$ cat src/design/dcc_pkg.sv
package dcc_pkg;

  // register port widths
  localparam int ADDR_W = 4;
  localparam int DATA_W = 8;
  localparam int NUM_CH = 2;

  // register offsets
  localparam logic [3:0] OFS_CTRL0 = 4'h0;
  localparam logic [3:0] OFS_CTRL1 = 4'h1;
  localparam logic [3:0] OFS_IRQ_STATUS = 4'h2;
  localparam logic [3:0] OFS_IRQ_MASK = 4'h3;
  localparam logic [3:0] OFS_READY = 4'h4;

  // control register fields
  localparam int BIT_ENABLE = 7;
  localparam int BIT_OUT_STATE = 6;
  localparam int BIT_RISE_FLAG = 5;
  localparam int BIT_FALL_FLAG = 4;
  localparam int POS_HYST_HI = 3;
  localparam int POS_HYST_LO = 2;
  localparam int NEG_HYST_HI = 1;
  localparam int NEG_HYST_LO = 0;

  // hysteresis select codes
  localparam logic [1:0] HYST_OFF = 2'h0;
  localparam logic [1:0] HYST_2MV = 2'h1;
  localparam logic [1:0] HYST_4MV = 2'h2;
  localparam logic [1:0] HYST_10MV = 2'h3;

  // interrupt status / mask layout: two bits per channel
  localparam int IRQ_W = 4;
  localparam int IRQ_RISE_OFS = 0;
  localparam int IRQ_FALL_OFS = 1;
  localparam int IRQ_CH_STRIDE = 2;

  // reset values
  localparam logic [7:0] CTRL_RESET = 8'h00;
  localparam logic [3:0] IRQ_STATUS_RESET = 4'h0;
  localparam logic [3:0] IRQ_MASK_RESET = 4'h0;

  // power-on settling of the analog core
  localparam int unsigned CLK_HZ = 10_000_000;
  localparam int unsigned SETTLE_TIME_MS = 20;
  localparam int unsigned SETTLE_CYCLES = (SETTLE_TIME_MS * (CLK_HZ / 1000));
  localparam int SETTLE_CNT_W = 18;

  typedef enum logic [2:0] {
    DCC_ST_OFF = 3'b001,
    DCC_ST_SETTLING = 3'b010,
    DCC_ST_READY = 3'b100
  } dcc_settle_t;

endpackage : dcc_pkg

$ cat src/design/dcc_cmp_sync.sv
`timescale 1ns/1ps
module dcc_cmp_sync (
  input wire logic core_clk,
  input wire logic srst,
  input wire logic cmp_async,
  input wire logic enable,
  output logic level,
  output logic rise_pulse,
  output logic fall_pulse
);

  logic meta_ff;
  logic sync_ff;
  logic prev_ff;
  logic nxt_meta;
  logic nxt_sync;
  logic nxt_prev;

  always_comb begin
    nxt_meta = cmp_async;
    nxt_sync = meta_ff;
    // prev tracks sync even while disabled so enabling makes no false edge
    nxt_prev = sync_ff;
  end

  always_ff @(posedge core_clk) begin
    if (srst) begin
      meta_ff <= 1'b0;
      sync_ff <= 1'b0;
      prev_ff <= 1'b0;
    end else begin
      meta_ff <= nxt_meta;
      sync_ff <= nxt_sync;
      prev_ff <= nxt_prev;
    end
  end

  assign level = sync_ff;
  assign rise_pulse = enable & sync_ff & ~prev_ff;
  assign fall_pulse = enable & ~sync_ff & prev_ff;

endmodule : dcc_cmp_sync

$ cat src/design/dcc_top.sv
`timescale 1ns/1ps
// Operation
// - two comparator channels, each enabled or shut down on its own
// - disabled channel drives its routed port output low
// - disabled channel raises no edge events
// - rising and falling output edges are separate event sources
// - falling edge sets the fall flag at control bit 4
// - rising edge sets the rise flag at control bit 5
// - edge flags stay set until software clears them
// - bit 6 shows the current output level, read only
// - bit 7 written one enables, zero disables the channel
// - channel 0 may serve as a reset source, selected elsewhere
// - channel 1 never resets, otherwise identical with its own register
// - bits 1-0 pick negative hysteresis: off, 2, 4, 10 mV
// - bits 3-2 pick positive hysteresis the same way
// - each output may go to a port 1 pin, or be polled
module dcc_top #(
  parameter int unsigned SETTLE_CYCLES = dcc_pkg::SETTLE_CYCLES
) (
  input wire logic core_clk,
  input wire logic srst,
  input wire logic [3:0] addr,
  input wire logic [7:0] wr_data,
  input wire logic wr_en,
  input wire logic rd_en,
  output logic [7:0] rd_data,
  input wire logic [1:0] cmp_raw,
  input wire logic cmp0_reset_sel,
  output logic [1:0] cmp_enable,
  output logic [1:0] cmp0_pos_hyst_sel,
  output logic [1:0] cmp0_neg_hyst_sel,
  output logic [1:0] cmp1_pos_hyst_sel,
  output logic [1:0] cmp1_neg_hyst_sel,
  output logic [1:0] cmp_port_out,
  output logic cmp0_reset_req,
  output logic irq
);

  localparam logic [dcc_pkg::SETTLE_CNT_W-1:0] SETTLE_LAST =
    dcc_pkg::SETTLE_CNT_W'(SETTLE_CYCLES - 1);

  // per-channel control state
  logic [1:0] en_ff;
  logic [1:0] rise_flag_ff;
  logic [1:0] fall_flag_ff;
  logic [1:0] pos_hyst_ff [dcc_pkg::NUM_CH];
  logic [1:0] neg_hyst_ff [dcc_pkg::NUM_CH];
  logic [1:0] nxt_en;
  logic [1:0] nxt_rise_flag;
  logic [1:0] nxt_fall_flag;
  logic [1:0] nxt_pos_hyst [dcc_pkg::NUM_CH];
  logic [1:0] nxt_neg_hyst [dcc_pkg::NUM_CH];

  // interrupt state
  logic [3:0] irq_status_ff;
  logic [3:0] irq_mask_ff;
  logic irq_ff;
  logic [3:0] nxt_irq_status;
  logic [3:0] nxt_irq_mask;
  logic nxt_irq;

  // settle tracking
  dcc_pkg::dcc_settle_t settle_st_ff [dcc_pkg::NUM_CH];
  dcc_pkg::dcc_settle_t nxt_settle_st [dcc_pkg::NUM_CH];
  logic [dcc_pkg::SETTLE_CNT_W-1:0] settle_cnt_ff [dcc_pkg::NUM_CH];
  logic [dcc_pkg::SETTLE_CNT_W-1:0] nxt_settle_cnt [dcc_pkg::NUM_CH];
  logic [1:0] ready;

  // outputs held in flops
  logic [7:0] rd_data_ff;
  logic [7:0] nxt_rd_data;
  logic [1:0] port_out_ff;
  logic [1:0] nxt_port_out;
  logic reset_req_ff;
  logic nxt_reset_req;

  // synchroniser results
  logic [1:0] level;
  logic [1:0] rise_pulse;
  logic [1:0] fall_pulse;

  function automatic logic ctrl_hit(input logic [3:0] a, input int ch);
    ctrl_hit = (ch == 0) ? (a == dcc_pkg::OFS_CTRL0) : (a == dcc_pkg::OFS_CTRL1);
  endfunction : ctrl_hit

  function automatic logic [7:0] ctrl_image(input logic en, input logic lvl,
                                            input logic rf, input logic ff,
                                            input logic [1:0] ph,
                                            input logic [1:0] nh);
    logic [7:0] v;
    v = dcc_pkg::CTRL_RESET;
    v[dcc_pkg::BIT_ENABLE] = en;
    v[dcc_pkg::BIT_OUT_STATE] = lvl;
    v[dcc_pkg::BIT_RISE_FLAG] = rf;
    v[dcc_pkg::BIT_FALL_FLAG] = ff;
    v[dcc_pkg::POS_HYST_HI:dcc_pkg::POS_HYST_LO] = ph;
    v[dcc_pkg::NEG_HYST_HI:dcc_pkg::NEG_HYST_LO] = nh;
    ctrl_image = v;
  endfunction : ctrl_image

  genvar gi;
  generate
    for (gi = 0; gi < dcc_pkg::NUM_CH; gi++) begin : g_ch
      dcc_cmp_sync u_sync (
        .core_clk(core_clk),
        .srst(srst),
        .cmp_async(cmp_raw[gi]),
        .enable(en_ff[gi]),
        .level(level[gi]),
        .rise_pulse(rise_pulse[gi]),
        .fall_pulse(fall_pulse[gi])
      );
    end
  endgenerate

  // control registers
  always_comb begin
    for (int ch = 0; ch < dcc_pkg::NUM_CH; ch++) begin
      nxt_en[ch] = en_ff[ch];
      nxt_pos_hyst[ch] = pos_hyst_ff[ch];
      nxt_neg_hyst[ch] = neg_hyst_ff[ch];
      nxt_rise_flag[ch] = rise_flag_ff[ch];
      nxt_fall_flag[ch] = fall_flag_ff[ch];
      if (wr_en && ctrl_hit(addr, ch)) begin
        nxt_en[ch] = wr_data[dcc_pkg::BIT_ENABLE];
        nxt_pos_hyst[ch] = wr_data[dcc_pkg::POS_HYST_HI:dcc_pkg::POS_HYST_LO];
        nxt_neg_hyst[ch] = wr_data[dcc_pkg::NEG_HYST_HI:dcc_pkg::NEG_HYST_LO];
        // a one written to a flag leaves it alone; software cannot fake an edge
        nxt_rise_flag[ch] = rise_flag_ff[ch] & wr_data[dcc_pkg::BIT_RISE_FLAG];
        nxt_fall_flag[ch] = fall_flag_ff[ch] & wr_data[dcc_pkg::BIT_FALL_FLAG];
      end
      if (rise_pulse[ch]) begin
        nxt_rise_flag[ch] = 1'b1;
      end
      if (fall_pulse[ch]) begin
        nxt_fall_flag[ch] = 1'b1;
      end
    end
  end

  always_ff @(posedge core_clk) begin
    if (srst) begin
      en_ff <= 2'h0;
      rise_flag_ff <= 2'h0;
      fall_flag_ff <= 2'h0;
      for (int ch = 0; ch < dcc_pkg::NUM_CH; ch++) begin
        pos_hyst_ff[ch] <= dcc_pkg::HYST_OFF;
        neg_hyst_ff[ch] <= dcc_pkg::HYST_OFF;
      end
    end else begin
      en_ff <= nxt_en;
      rise_flag_ff <= nxt_rise_flag;
      fall_flag_ff <= nxt_fall_flag;
      for (int ch = 0; ch < dcc_pkg::NUM_CH; ch++) begin
        pos_hyst_ff[ch] <= nxt_pos_hyst[ch];
        neg_hyst_ff[ch] <= nxt_neg_hyst[ch];
      end
    end
  end

  // power-up settling, tracked so software can poll it instead of timing it
  always_comb begin
    for (int ch = 0; ch < dcc_pkg::NUM_CH; ch++) begin
      nxt_settle_st[ch] = settle_st_ff[ch];
      nxt_settle_cnt[ch] = settle_cnt_ff[ch];
      if (!en_ff[ch]) begin
        nxt_settle_st[ch] = dcc_pkg::DCC_ST_OFF;
        nxt_settle_cnt[ch] = '0;
      end else begin
        case (settle_st_ff[ch])
          dcc_pkg::DCC_ST_OFF: begin
            nxt_settle_st[ch] = dcc_pkg::DCC_ST_SETTLING;
            nxt_settle_cnt[ch] = '0;
          end
          dcc_pkg::DCC_ST_SETTLING: begin
            if (settle_cnt_ff[ch] >= SETTLE_LAST) begin
              nxt_settle_st[ch] = dcc_pkg::DCC_ST_READY;
            end else begin
              nxt_settle_cnt[ch] = settle_cnt_ff[ch] + 1'b1;
            end
          end
          dcc_pkg::DCC_ST_READY: begin
            nxt_settle_st[ch] = dcc_pkg::DCC_ST_READY;
          end
          default: begin
            nxt_settle_st[ch] = dcc_pkg::DCC_ST_OFF;
            nxt_settle_cnt[ch] = '0;
          end
        endcase
      end
    end
  end

  always_ff @(posedge core_clk) begin
    if (srst) begin
      for (int ch = 0; ch < dcc_pkg::NUM_CH; ch++) begin
        settle_st_ff[ch] <= dcc_pkg::DCC_ST_OFF;
        settle_cnt_ff[ch] <= '0;
      end
    end else begin
      for (int ch = 0; ch < dcc_pkg::NUM_CH; ch++) begin
        settle_st_ff[ch] <= nxt_settle_st[ch];
        settle_cnt_ff[ch] <= nxt_settle_cnt[ch];
      end
    end
  end

  always_comb begin
    for (int ch = 0; ch < dcc_pkg::NUM_CH; ch++) begin
      ready[ch] = (settle_st_ff[ch] == dcc_pkg::DCC_ST_READY);
    end
  end

  // interrupt status, mask and line
  always_comb begin
    nxt_irq_status = irq_status_ff;
    nxt_irq_mask = irq_mask_ff;
    if (rd_en && addr == dcc_pkg::OFS_IRQ_STATUS) begin
      nxt_irq_status = dcc_pkg::IRQ_STATUS_RESET;
    end
    if (wr_en && addr == dcc_pkg::OFS_IRQ_MASK) begin
      nxt_irq_mask = wr_data[dcc_pkg::IRQ_W-1:0];
    end
    // set after clear: an edge in the read cycle survives
    for (int ch = 0; ch < dcc_pkg::NUM_CH; ch++) begin
      if (rise_pulse[ch]) begin
        nxt_irq_status[ch*dcc_pkg::IRQ_CH_STRIDE+dcc_pkg::IRQ_RISE_OFS] = 1'b1;
      end
      if (fall_pulse[ch]) begin
        nxt_irq_status[ch*dcc_pkg::IRQ_CH_STRIDE+dcc_pkg::IRQ_FALL_OFS] = 1'b1;
      end
    end
    nxt_irq = |(nxt_irq_status & nxt_irq_mask);
  end

  always_ff @(posedge core_clk) begin
    if (srst) begin
      irq_status_ff <= dcc_pkg::IRQ_STATUS_RESET;
      irq_mask_ff <= dcc_pkg::IRQ_MASK_RESET;
      irq_ff <= 1'b0;
    end else begin
      irq_status_ff <= nxt_irq_status;
      irq_mask_ff <= nxt_irq_mask;
      irq_ff <= nxt_irq;
    end
  end

  // read data, port routing and reset request
  always_comb begin
    nxt_rd_data = 8'h00;
    if (rd_en) begin
      case (addr)
        dcc_pkg::OFS_CTRL0: begin
          nxt_rd_data = ctrl_image(en_ff[0], level[0] & en_ff[0], rise_flag_ff[0],
                                   fall_flag_ff[0], pos_hyst_ff[0], neg_hyst_ff[0]);
        end
        dcc_pkg::OFS_CTRL1: begin
          nxt_rd_data = ctrl_image(en_ff[1], level[1] & en_ff[1], rise_flag_ff[1],
                                   fall_flag_ff[1], pos_hyst_ff[1], neg_hyst_ff[1]);
        end
        dcc_pkg::OFS_IRQ_STATUS: begin
          nxt_rd_data = {4'h0, irq_status_ff};
        end
        dcc_pkg::OFS_IRQ_MASK: begin
          nxt_rd_data = {4'h0, irq_mask_ff};
        end
        dcc_pkg::OFS_READY: begin
          nxt_rd_data = {6'h00, ready};
        end
        default: begin
          nxt_rd_data = 8'h00;
        end
      endcase
    end
    nxt_port_out = en_ff & level;
    // low output of a settled, selected channel 0 asks for system reset
    nxt_reset_req = cmp0_reset_sel & en_ff[0] & ready[0] & ~level[0];
  end

  always_ff @(posedge core_clk) begin
    if (srst) begin
      rd_data_ff <= 8'h00;
      port_out_ff <= 2'h0;
      reset_req_ff <= 1'b0;
    end else begin
      rd_data_ff <= nxt_rd_data;
      port_out_ff <= nxt_port_out;
      reset_req_ff <= nxt_reset_req;
    end
  end

  assign rd_data = rd_data_ff;
  assign cmp_enable = en_ff;
  assign cmp0_pos_hyst_sel = pos_hyst_ff[0];
  assign cmp0_neg_hyst_sel = neg_hyst_ff[0];
  assign cmp1_pos_hyst_sel = pos_hyst_ff[1];
  assign cmp1_neg_hyst_sel = neg_hyst_ff[1];
  assign cmp_port_out = port_out_ff;
  // channel 1 has no reset path at all
  assign cmp0_reset_req = reset_req_ff;
  assign irq = irq_ff;

endmodule : dcc_top

$ cat config.mk
export PLATFORM = sky130hd
export DESIGN_NAME = dcc_top
export DESIGN_NICKNAME = d
export VERILOG_FILES = /design/src/design/dcc_pkg.sv /design/src/design/dcc_cmp_sync.sv /design/src/design/dcc_top.sv
export SDC_FILE = /design/constraint.sdc
export NUM_CORES = 1
export LEC_CHECK = 0
export BUFFER_PORTS_ARGS = -buffer_cell sky130_fd_sc_hd__buf_4
export CORE_UTILIZATION = 58
export CTS_CLUSTER_DIAMETER = 40
export DETAILED_ROUTE_END_ITERATION = 16
export PLACE_DENSITY = 0.79
export SLEW_MARGIN = 40
export SYNTH_ARGS = -nofsm -noshare
export SYNTH_HDL_FRONTEND = slang
export SYNTH_HIERARCHICAL = 1
export SYNTH_SLANG_ARGS = --single-unit
$ cat constraint.sdc
create_clock -name core_clk -period 2.1 [get_ports core_clk]
set_input_delay 0.105 -clock core_clk [delete_from_list [all_inputs] [get_ports core_clk]]
set_output_delay 0.105 -clock core_clk [all_outputs]
set_load 0.01 [all_outputs]
== Yosys cells after proc, flatten, opt, wreduce, memory -nomap -nowiden ==
Memories as Yosys holds them, arrays and structs flattened.
Index checks and enable logic that the tools add are counted.
Word-level totals
  input bits: 19
  word-level logic and storage cells: 119
  bits in registers: 32
  output and inout port bits: 22
  memories: 4
  bits in writable memories: 50
Cells by class
  magnitude comparators: 2
  multiplexer cells: 42
  reductions and logical operators: 11
  add/subtract/negate cells: 2
  eq/ne operators: 10
  bitwise operators: 30
Memories
  settle_cnt_ff: words 2, bits a word 18, rd ports 2, clocked after memory_dff 0, write ports 2, RTL line dcc_top.sv:65  | logic [dcc_pkg::SETTLE_CNT_W-1:0] settle_cnt_ff [dcc_pkg::NUM_CH];
  settle_st_ff: words 2, bits a word 3, rd ports 2, clocked after memory_dff 0, write ports 2, RTL line dcc_top.sv:63  | dcc_pkg::dcc_settle_t settle_st_ff [dcc_pkg::NUM_CH];
  neg_hyst_ff: words 2, bits a word 2, rd ports 2, clocked after memory_dff 0, write ports 2, RTL line dcc_top.sv:47  | logic [1:0] neg_hyst_ff [dcc_pkg::NUM_CH];
  pos_hyst_ff: words 2, bits a word 2, rd ports 2, clocked after memory_dff 0, write ports 2, RTL line dcc_top.sv:46  | logic [1:0] pos_hyst_ff [dcc_pkg::NUM_CH];
Operators with widths (count)
  18-bit 2-to-1 mux: 6
  18-bit one-hot mux with 2 select lines: 2
  8-bit one-hot mux with 5 select lines: 1
  18-bit by 1-bit adder with 18-bit output, second input constant: 2
  18-bit >= comparator, second input constant: 2
  3-bit 2-to-1 mux: 6
  3-bit one-hot mux with 3 select lines: 2
  2-bit 2-to-1 mux: 8
  1-bit bitwise AND: 15
  1-bit 2-to-1 mux: 15
  4-bit by 2-bit equality test with 1-bit output, second input constant: 2
  4-bit 2-to-1 mux: 2
  1-bit OR: 8
  2-bit nonzero test: 4
  3-bit by 1-bit equality test with 1-bit output, second input constant: 2
  3-bit by 2-bit equality test with 1-bit output, second input constant: 2
  3-bit equality test, second input constant: 2
  1-bit NOT: 5
  4-bit bitwise AND: 1
  4-bit by 1-bit equality test with 1-bit output, second input constant: 1
  4-bit by 3-bit equality test with 1-bit output, second input constant: 1
  1-bit logical AND: 4
  4-bit zero test: 1
  4-bit OR reduction: 1
  other kinds (2): 2

== Logic depth before layout (Yosys ltp) ==
  word-level depth: 6
  gate-level depth with buffers: 7
  gate-level depth less buffers: 6

== Cells and area by module ==
The synthesis kept the hierarchy.
By module, submodules not included
  dcc_top: instances 1, area each 3642.2 µm², cells an instance 410, seq. area each 1521.5 µm²
  dcc_cmp_sync: instances 2, area each 96.3 µm², cells an instance 8, seq. area each 60.1 µm²

== Worst setup path after synthesis ==
Ideal clock, no wire load.
  path type: flip-flop to flip-flop
  start: memory settle_cnt_ff[0][0] (netlist bit)
  end: memory settle_cnt_ff[0][12] (netlist bit)
  slack: 0.330 ns
  clock period less this slack: 1.770 ns
  arrival: 1.701 ns
  path buffers: 0
  required time: 2.031 ns
  stages on the path, launching flop included: 6
  cell sequence: dfxtp_1 -> ha_1 -> nand3_1 -> or3_1 -> or4_1 -> o21ai_1
RTL lines (RTL line)
  from (decl): dcc_top.sv:65

==> metrics.csv <==
stage,metric,value,unit
finish,fin_nets,500,
cts,clock_latency,0.36,ns
worst_setup_path,cp_slowest_cell,o311ai_0,
timing,setup_viol,0,
floorplanning,fp-row-count,29,
synthesis,synth_top_area_share,42.8,%
power,vdd_drop_max,0.745,mV
timing,setup_ws,0.123,ns
place,port_buffers,39,
worst_setup_path,critPathMaxStageDelay,0.41,ns
place,place_inst,537,
synthesis,yosys.area.top_type,dfxtp_1,
place,pre_cts_ws,0.142,ns
timing,tns,0,ns
worst_setup_path,crit_arrival,2.21,ns
synthesis,synth.distinct_cells,64,
power,p_sw_share,23.2,%
finish,final-seq-area,0.00164,mm^2
cts,numCtsBuffers,9,
floorplanning,start_util,60.4,%
timing,max-slew-margin-rel,54.3,%
timing,period_needed,1.98,ns
run,maxCapViolations,0,
floorplanning,core,0.00635,mm^2
worst_setup_path,cp_max_fo,8,
power,p_int,2.18,mW
status,outcome,finished clean,
worst_setup_path,cp-end-kind,register,
global_routing,grt_pass1_vias,3270,
place,gp_congestion,0.888,
power,power.switching,658,uW
synthesis,syn_inst,426,
global_routing,grt_use_total,26.6,%
synthesis,syn_area,0.00383,mm^2
synthesis,synth_area_per_cell,9.00,um^2
finish,final_cells,561,
timing,hold_viol_final,0,
global_routing,grt_pass1_wl,15100,um
worst_setup_path,critical_path.cell_chain,ha_1 > a311oi_1 > o22ai_1 > o311ai_0 > o21ai_1,
timing,slew_viol_final,0,
hold_path,min_path_type,input pin to register,
synthesis,synthFlopType,dfxtp_1,
timing,fin_crit_sh,94.1,%
cts,cts_tree,built,
finish,antenna_cells,0,
global_routing,grt_start_max_net_pins,22,
floorplanning,ioPinCount,41,
cts,cts_sinks,82,
cts,htreeDepth,3,
cts,cts_buffer_depth,2,
global_routing,grt-ovfl-total,0,
synthesis,synthTopCellsByArea,"dfxtp_1 (43%), mux2i_1 (4.7%), nor2_1 (4.5%), a21oi_1 (4.0%), nand2_1 (2.9%)",
timing,tightest_slew,0.678,ns
detailed_routing,drcViolationCount,0,
cts,cts_root_buffer,clkbuf_8,
power,power_frac_seq,55.2,%
detailed_routing,final_antenna_net_count,0,
timing,skew,0.0118,ns
floorplanning,fp.dieW,83.3,um
finish,syn2layout_area_growth,18.1,%
timing,rsz0062_at_grt,false,
power,power_density,627,mW/mm^2
detailed_routing,drt_iter0_drc,279,
power,clkPwrFrac,41.3,%
timing,fmax,506,MHz
finish,drive_gt1_share,18.2,%
worst_setup_path,crit_path_start_kind,register,
power,p_comb_share,3.5,%
detailed_routing,wirelength,8780,um
global_routing,grt_antenna_before_repair,0,
place,dp_hpwl,6200,um
finish,multi_input_area,0.00213,mm^2
floorplanning,dieHeight,83.3,um
cts,clk_pin_slew,0.09,ns
synthesis,yosysWarnings,6,
worst_setup_path,cp_data_required_time,2.34,ns
finish,n_fill_cell,470,
detailed_routing,dr_total_vias,3496,
detailed_routing,drt-pass1-iter-count,5,
synthesis,synth_edf_count,0,
synthesis,ys_ff_latch,82,
floorplanning,dieArea,0.00694,mm^2
detailed_routing,viasPerCell,6.23,
synthesis,syn-num-nets,447,
power,leakagePower,1.66,nW
detailed_routing,wl_per_cell,15.7,um
synthesis,synth-seq-area-share,42.8,%
worst_setup_path,crit_type,register to register,
power,finalPower,2.84,mW
finish,final_util,71.3,%
synthesis,async_flop_share,0,%
## flip-flops by register name, summed over array words and instances (netlist names), 4 cells and up
signal         flops
irq_status_ff      4
pos_hyst_ff        4
settle_st_ff       6
neg_hyst_ff        4
settle_cnt_ff     36
rd_data            8
irq_mask_ff        4
## power groups by stage
stage,registers (mW),clock network [mW],logic (mW)
2_1_floorplan,1.60,0,0.0425
3_3_place_gp,1.60,0,0.0844
3_5_place_dp,1.61,0,0.0856
4_1_cts,1.57,1.18,0.0978
5_1_grt,1.57,1.24,0.107
6_report,1.57,1.17,0.0983
## metal layers
layer	GRT usage, %	vias up	wire length, um	part of all wire, %
met2	43.1	133	4170	48
met1	34.9	1644	3950	45
li1	-	1704	-	-
met3	3.88	15	487	5.5
met4	12.4	0	171	1.9
met5	0	-	0	0
## cell type report
type	count	share of cell area, %
multi-input cells	324	46.9
flip-flops and latches	82	36.2
repair buffers	56	9.72
clock buffers	10	2.82
well taps	77	2.13
clock inverters	6	1.66
inverters	6	0.497
## cells in the final DEF, fill, tap and decap left out, types with 3 or more instances in the layout
master	synthesis	final
a211o_1	4	4
mux2i_1	18	18
o211ai_1	5	5
a211oi_1	3	3
and2_1	4	4
nor2_1	46	45
or4_1	5	5
nor3_1	5	5
nor3b_1	4	4
clkbuf_8	0	9
nand4_1	14	14
xnor2_1	3	3
dfxtp_1	82	82
and3_1	6	6
nor4_1	4	4
inv_1	6	6
buf_4	0	48
nand2_1	30	30
nand2b_1	13	13
nand3_1	22	22
mux4_2	4	4
dlygate4sd3_1	0	8
a21oi_1	31	30
or3_1	7	6
o21a_1	5	5
and3b_1	4	4
a311oi_1	5	5
a31oi_1	7	7
o21ai_0	20	20
nand3b_1	3	3
nor2b_1	10	10
## worst paths after layout
| kind | cells past startpoint | slack [ns] | startpoint | end |
|---|---|---|---|---|
| worst min register to register | 1 | 0.46 | g_ch[1].u_sync/meta_ff | g_ch[1].u_sync/level |
| worst min-delay path | 2 | 0.01 | srst | fall_flag_ff[0] |
| worst max register to register | 5 | 0.12 | settle_cnt_ff[0][0] | settle_cnt_ff[0][12] |
| worst max-delay path | 5 | 0.12 | settle_cnt_ff[0][0] | settle_cnt_ff[0][12] |
## through the flow
step / area (um^2) / hold slack (ns)
global route: 4530 / 0.0178
CTS: 4510 / 0.00808
detailed placement: 4230 / 0.324
global placement: 4230 / 0.321
finish: 4530 / 0.0137
floorplan: 3830 / 0.177
## Yosys cell counts (6+ instances only)
library cell / count
a21oi_1: 31
a31oi_1: 7
and3_1: 6
clkbuf_1: 9
dfxtp_1: 82
inv_1: 6
mux2i_1: 18
nand2_1: 30
nand2b_1: 13
nand3_1: 22
nand4_1: 14
nor2_1: 46
nor2b_1: 10
o21ai_0: 20
or3_1: 7
## logic make-up (layout without fill, tap and decap cells)
logic type	after synthesis	count (layout)	synth area share [%]
and+or+nand+nor	191	191	27.0
AOI/OAI and AO/OA	105	105	19.3
DFF	82	82	42.8
muxes	22	22	7.05
buffers and inverters	20	78	2.25
xor gates and xnor gates	4	4	0.914
adders and majority gates	2	2	0.652
## worst max-delay path, delay by kind of cell, from the launching register on
family | cells | cell delay, ns
adder cells (fa/ha/maj) | 1 | 0.28
flip-flops | 1 | 0.36
AO/OA/AOI/OAI | 4 | 1.21
## what timing repair did
item / CTS / global route
buffers inserted: 0 / 0
hold endpoints to repair: 9 / 0
endpoints found under the setup margin: 0 / 6
hold buffers: 8 / 0
gates resized for setup: 0 / 4
No activity file was read; power rests on OpenSTA's default activity.
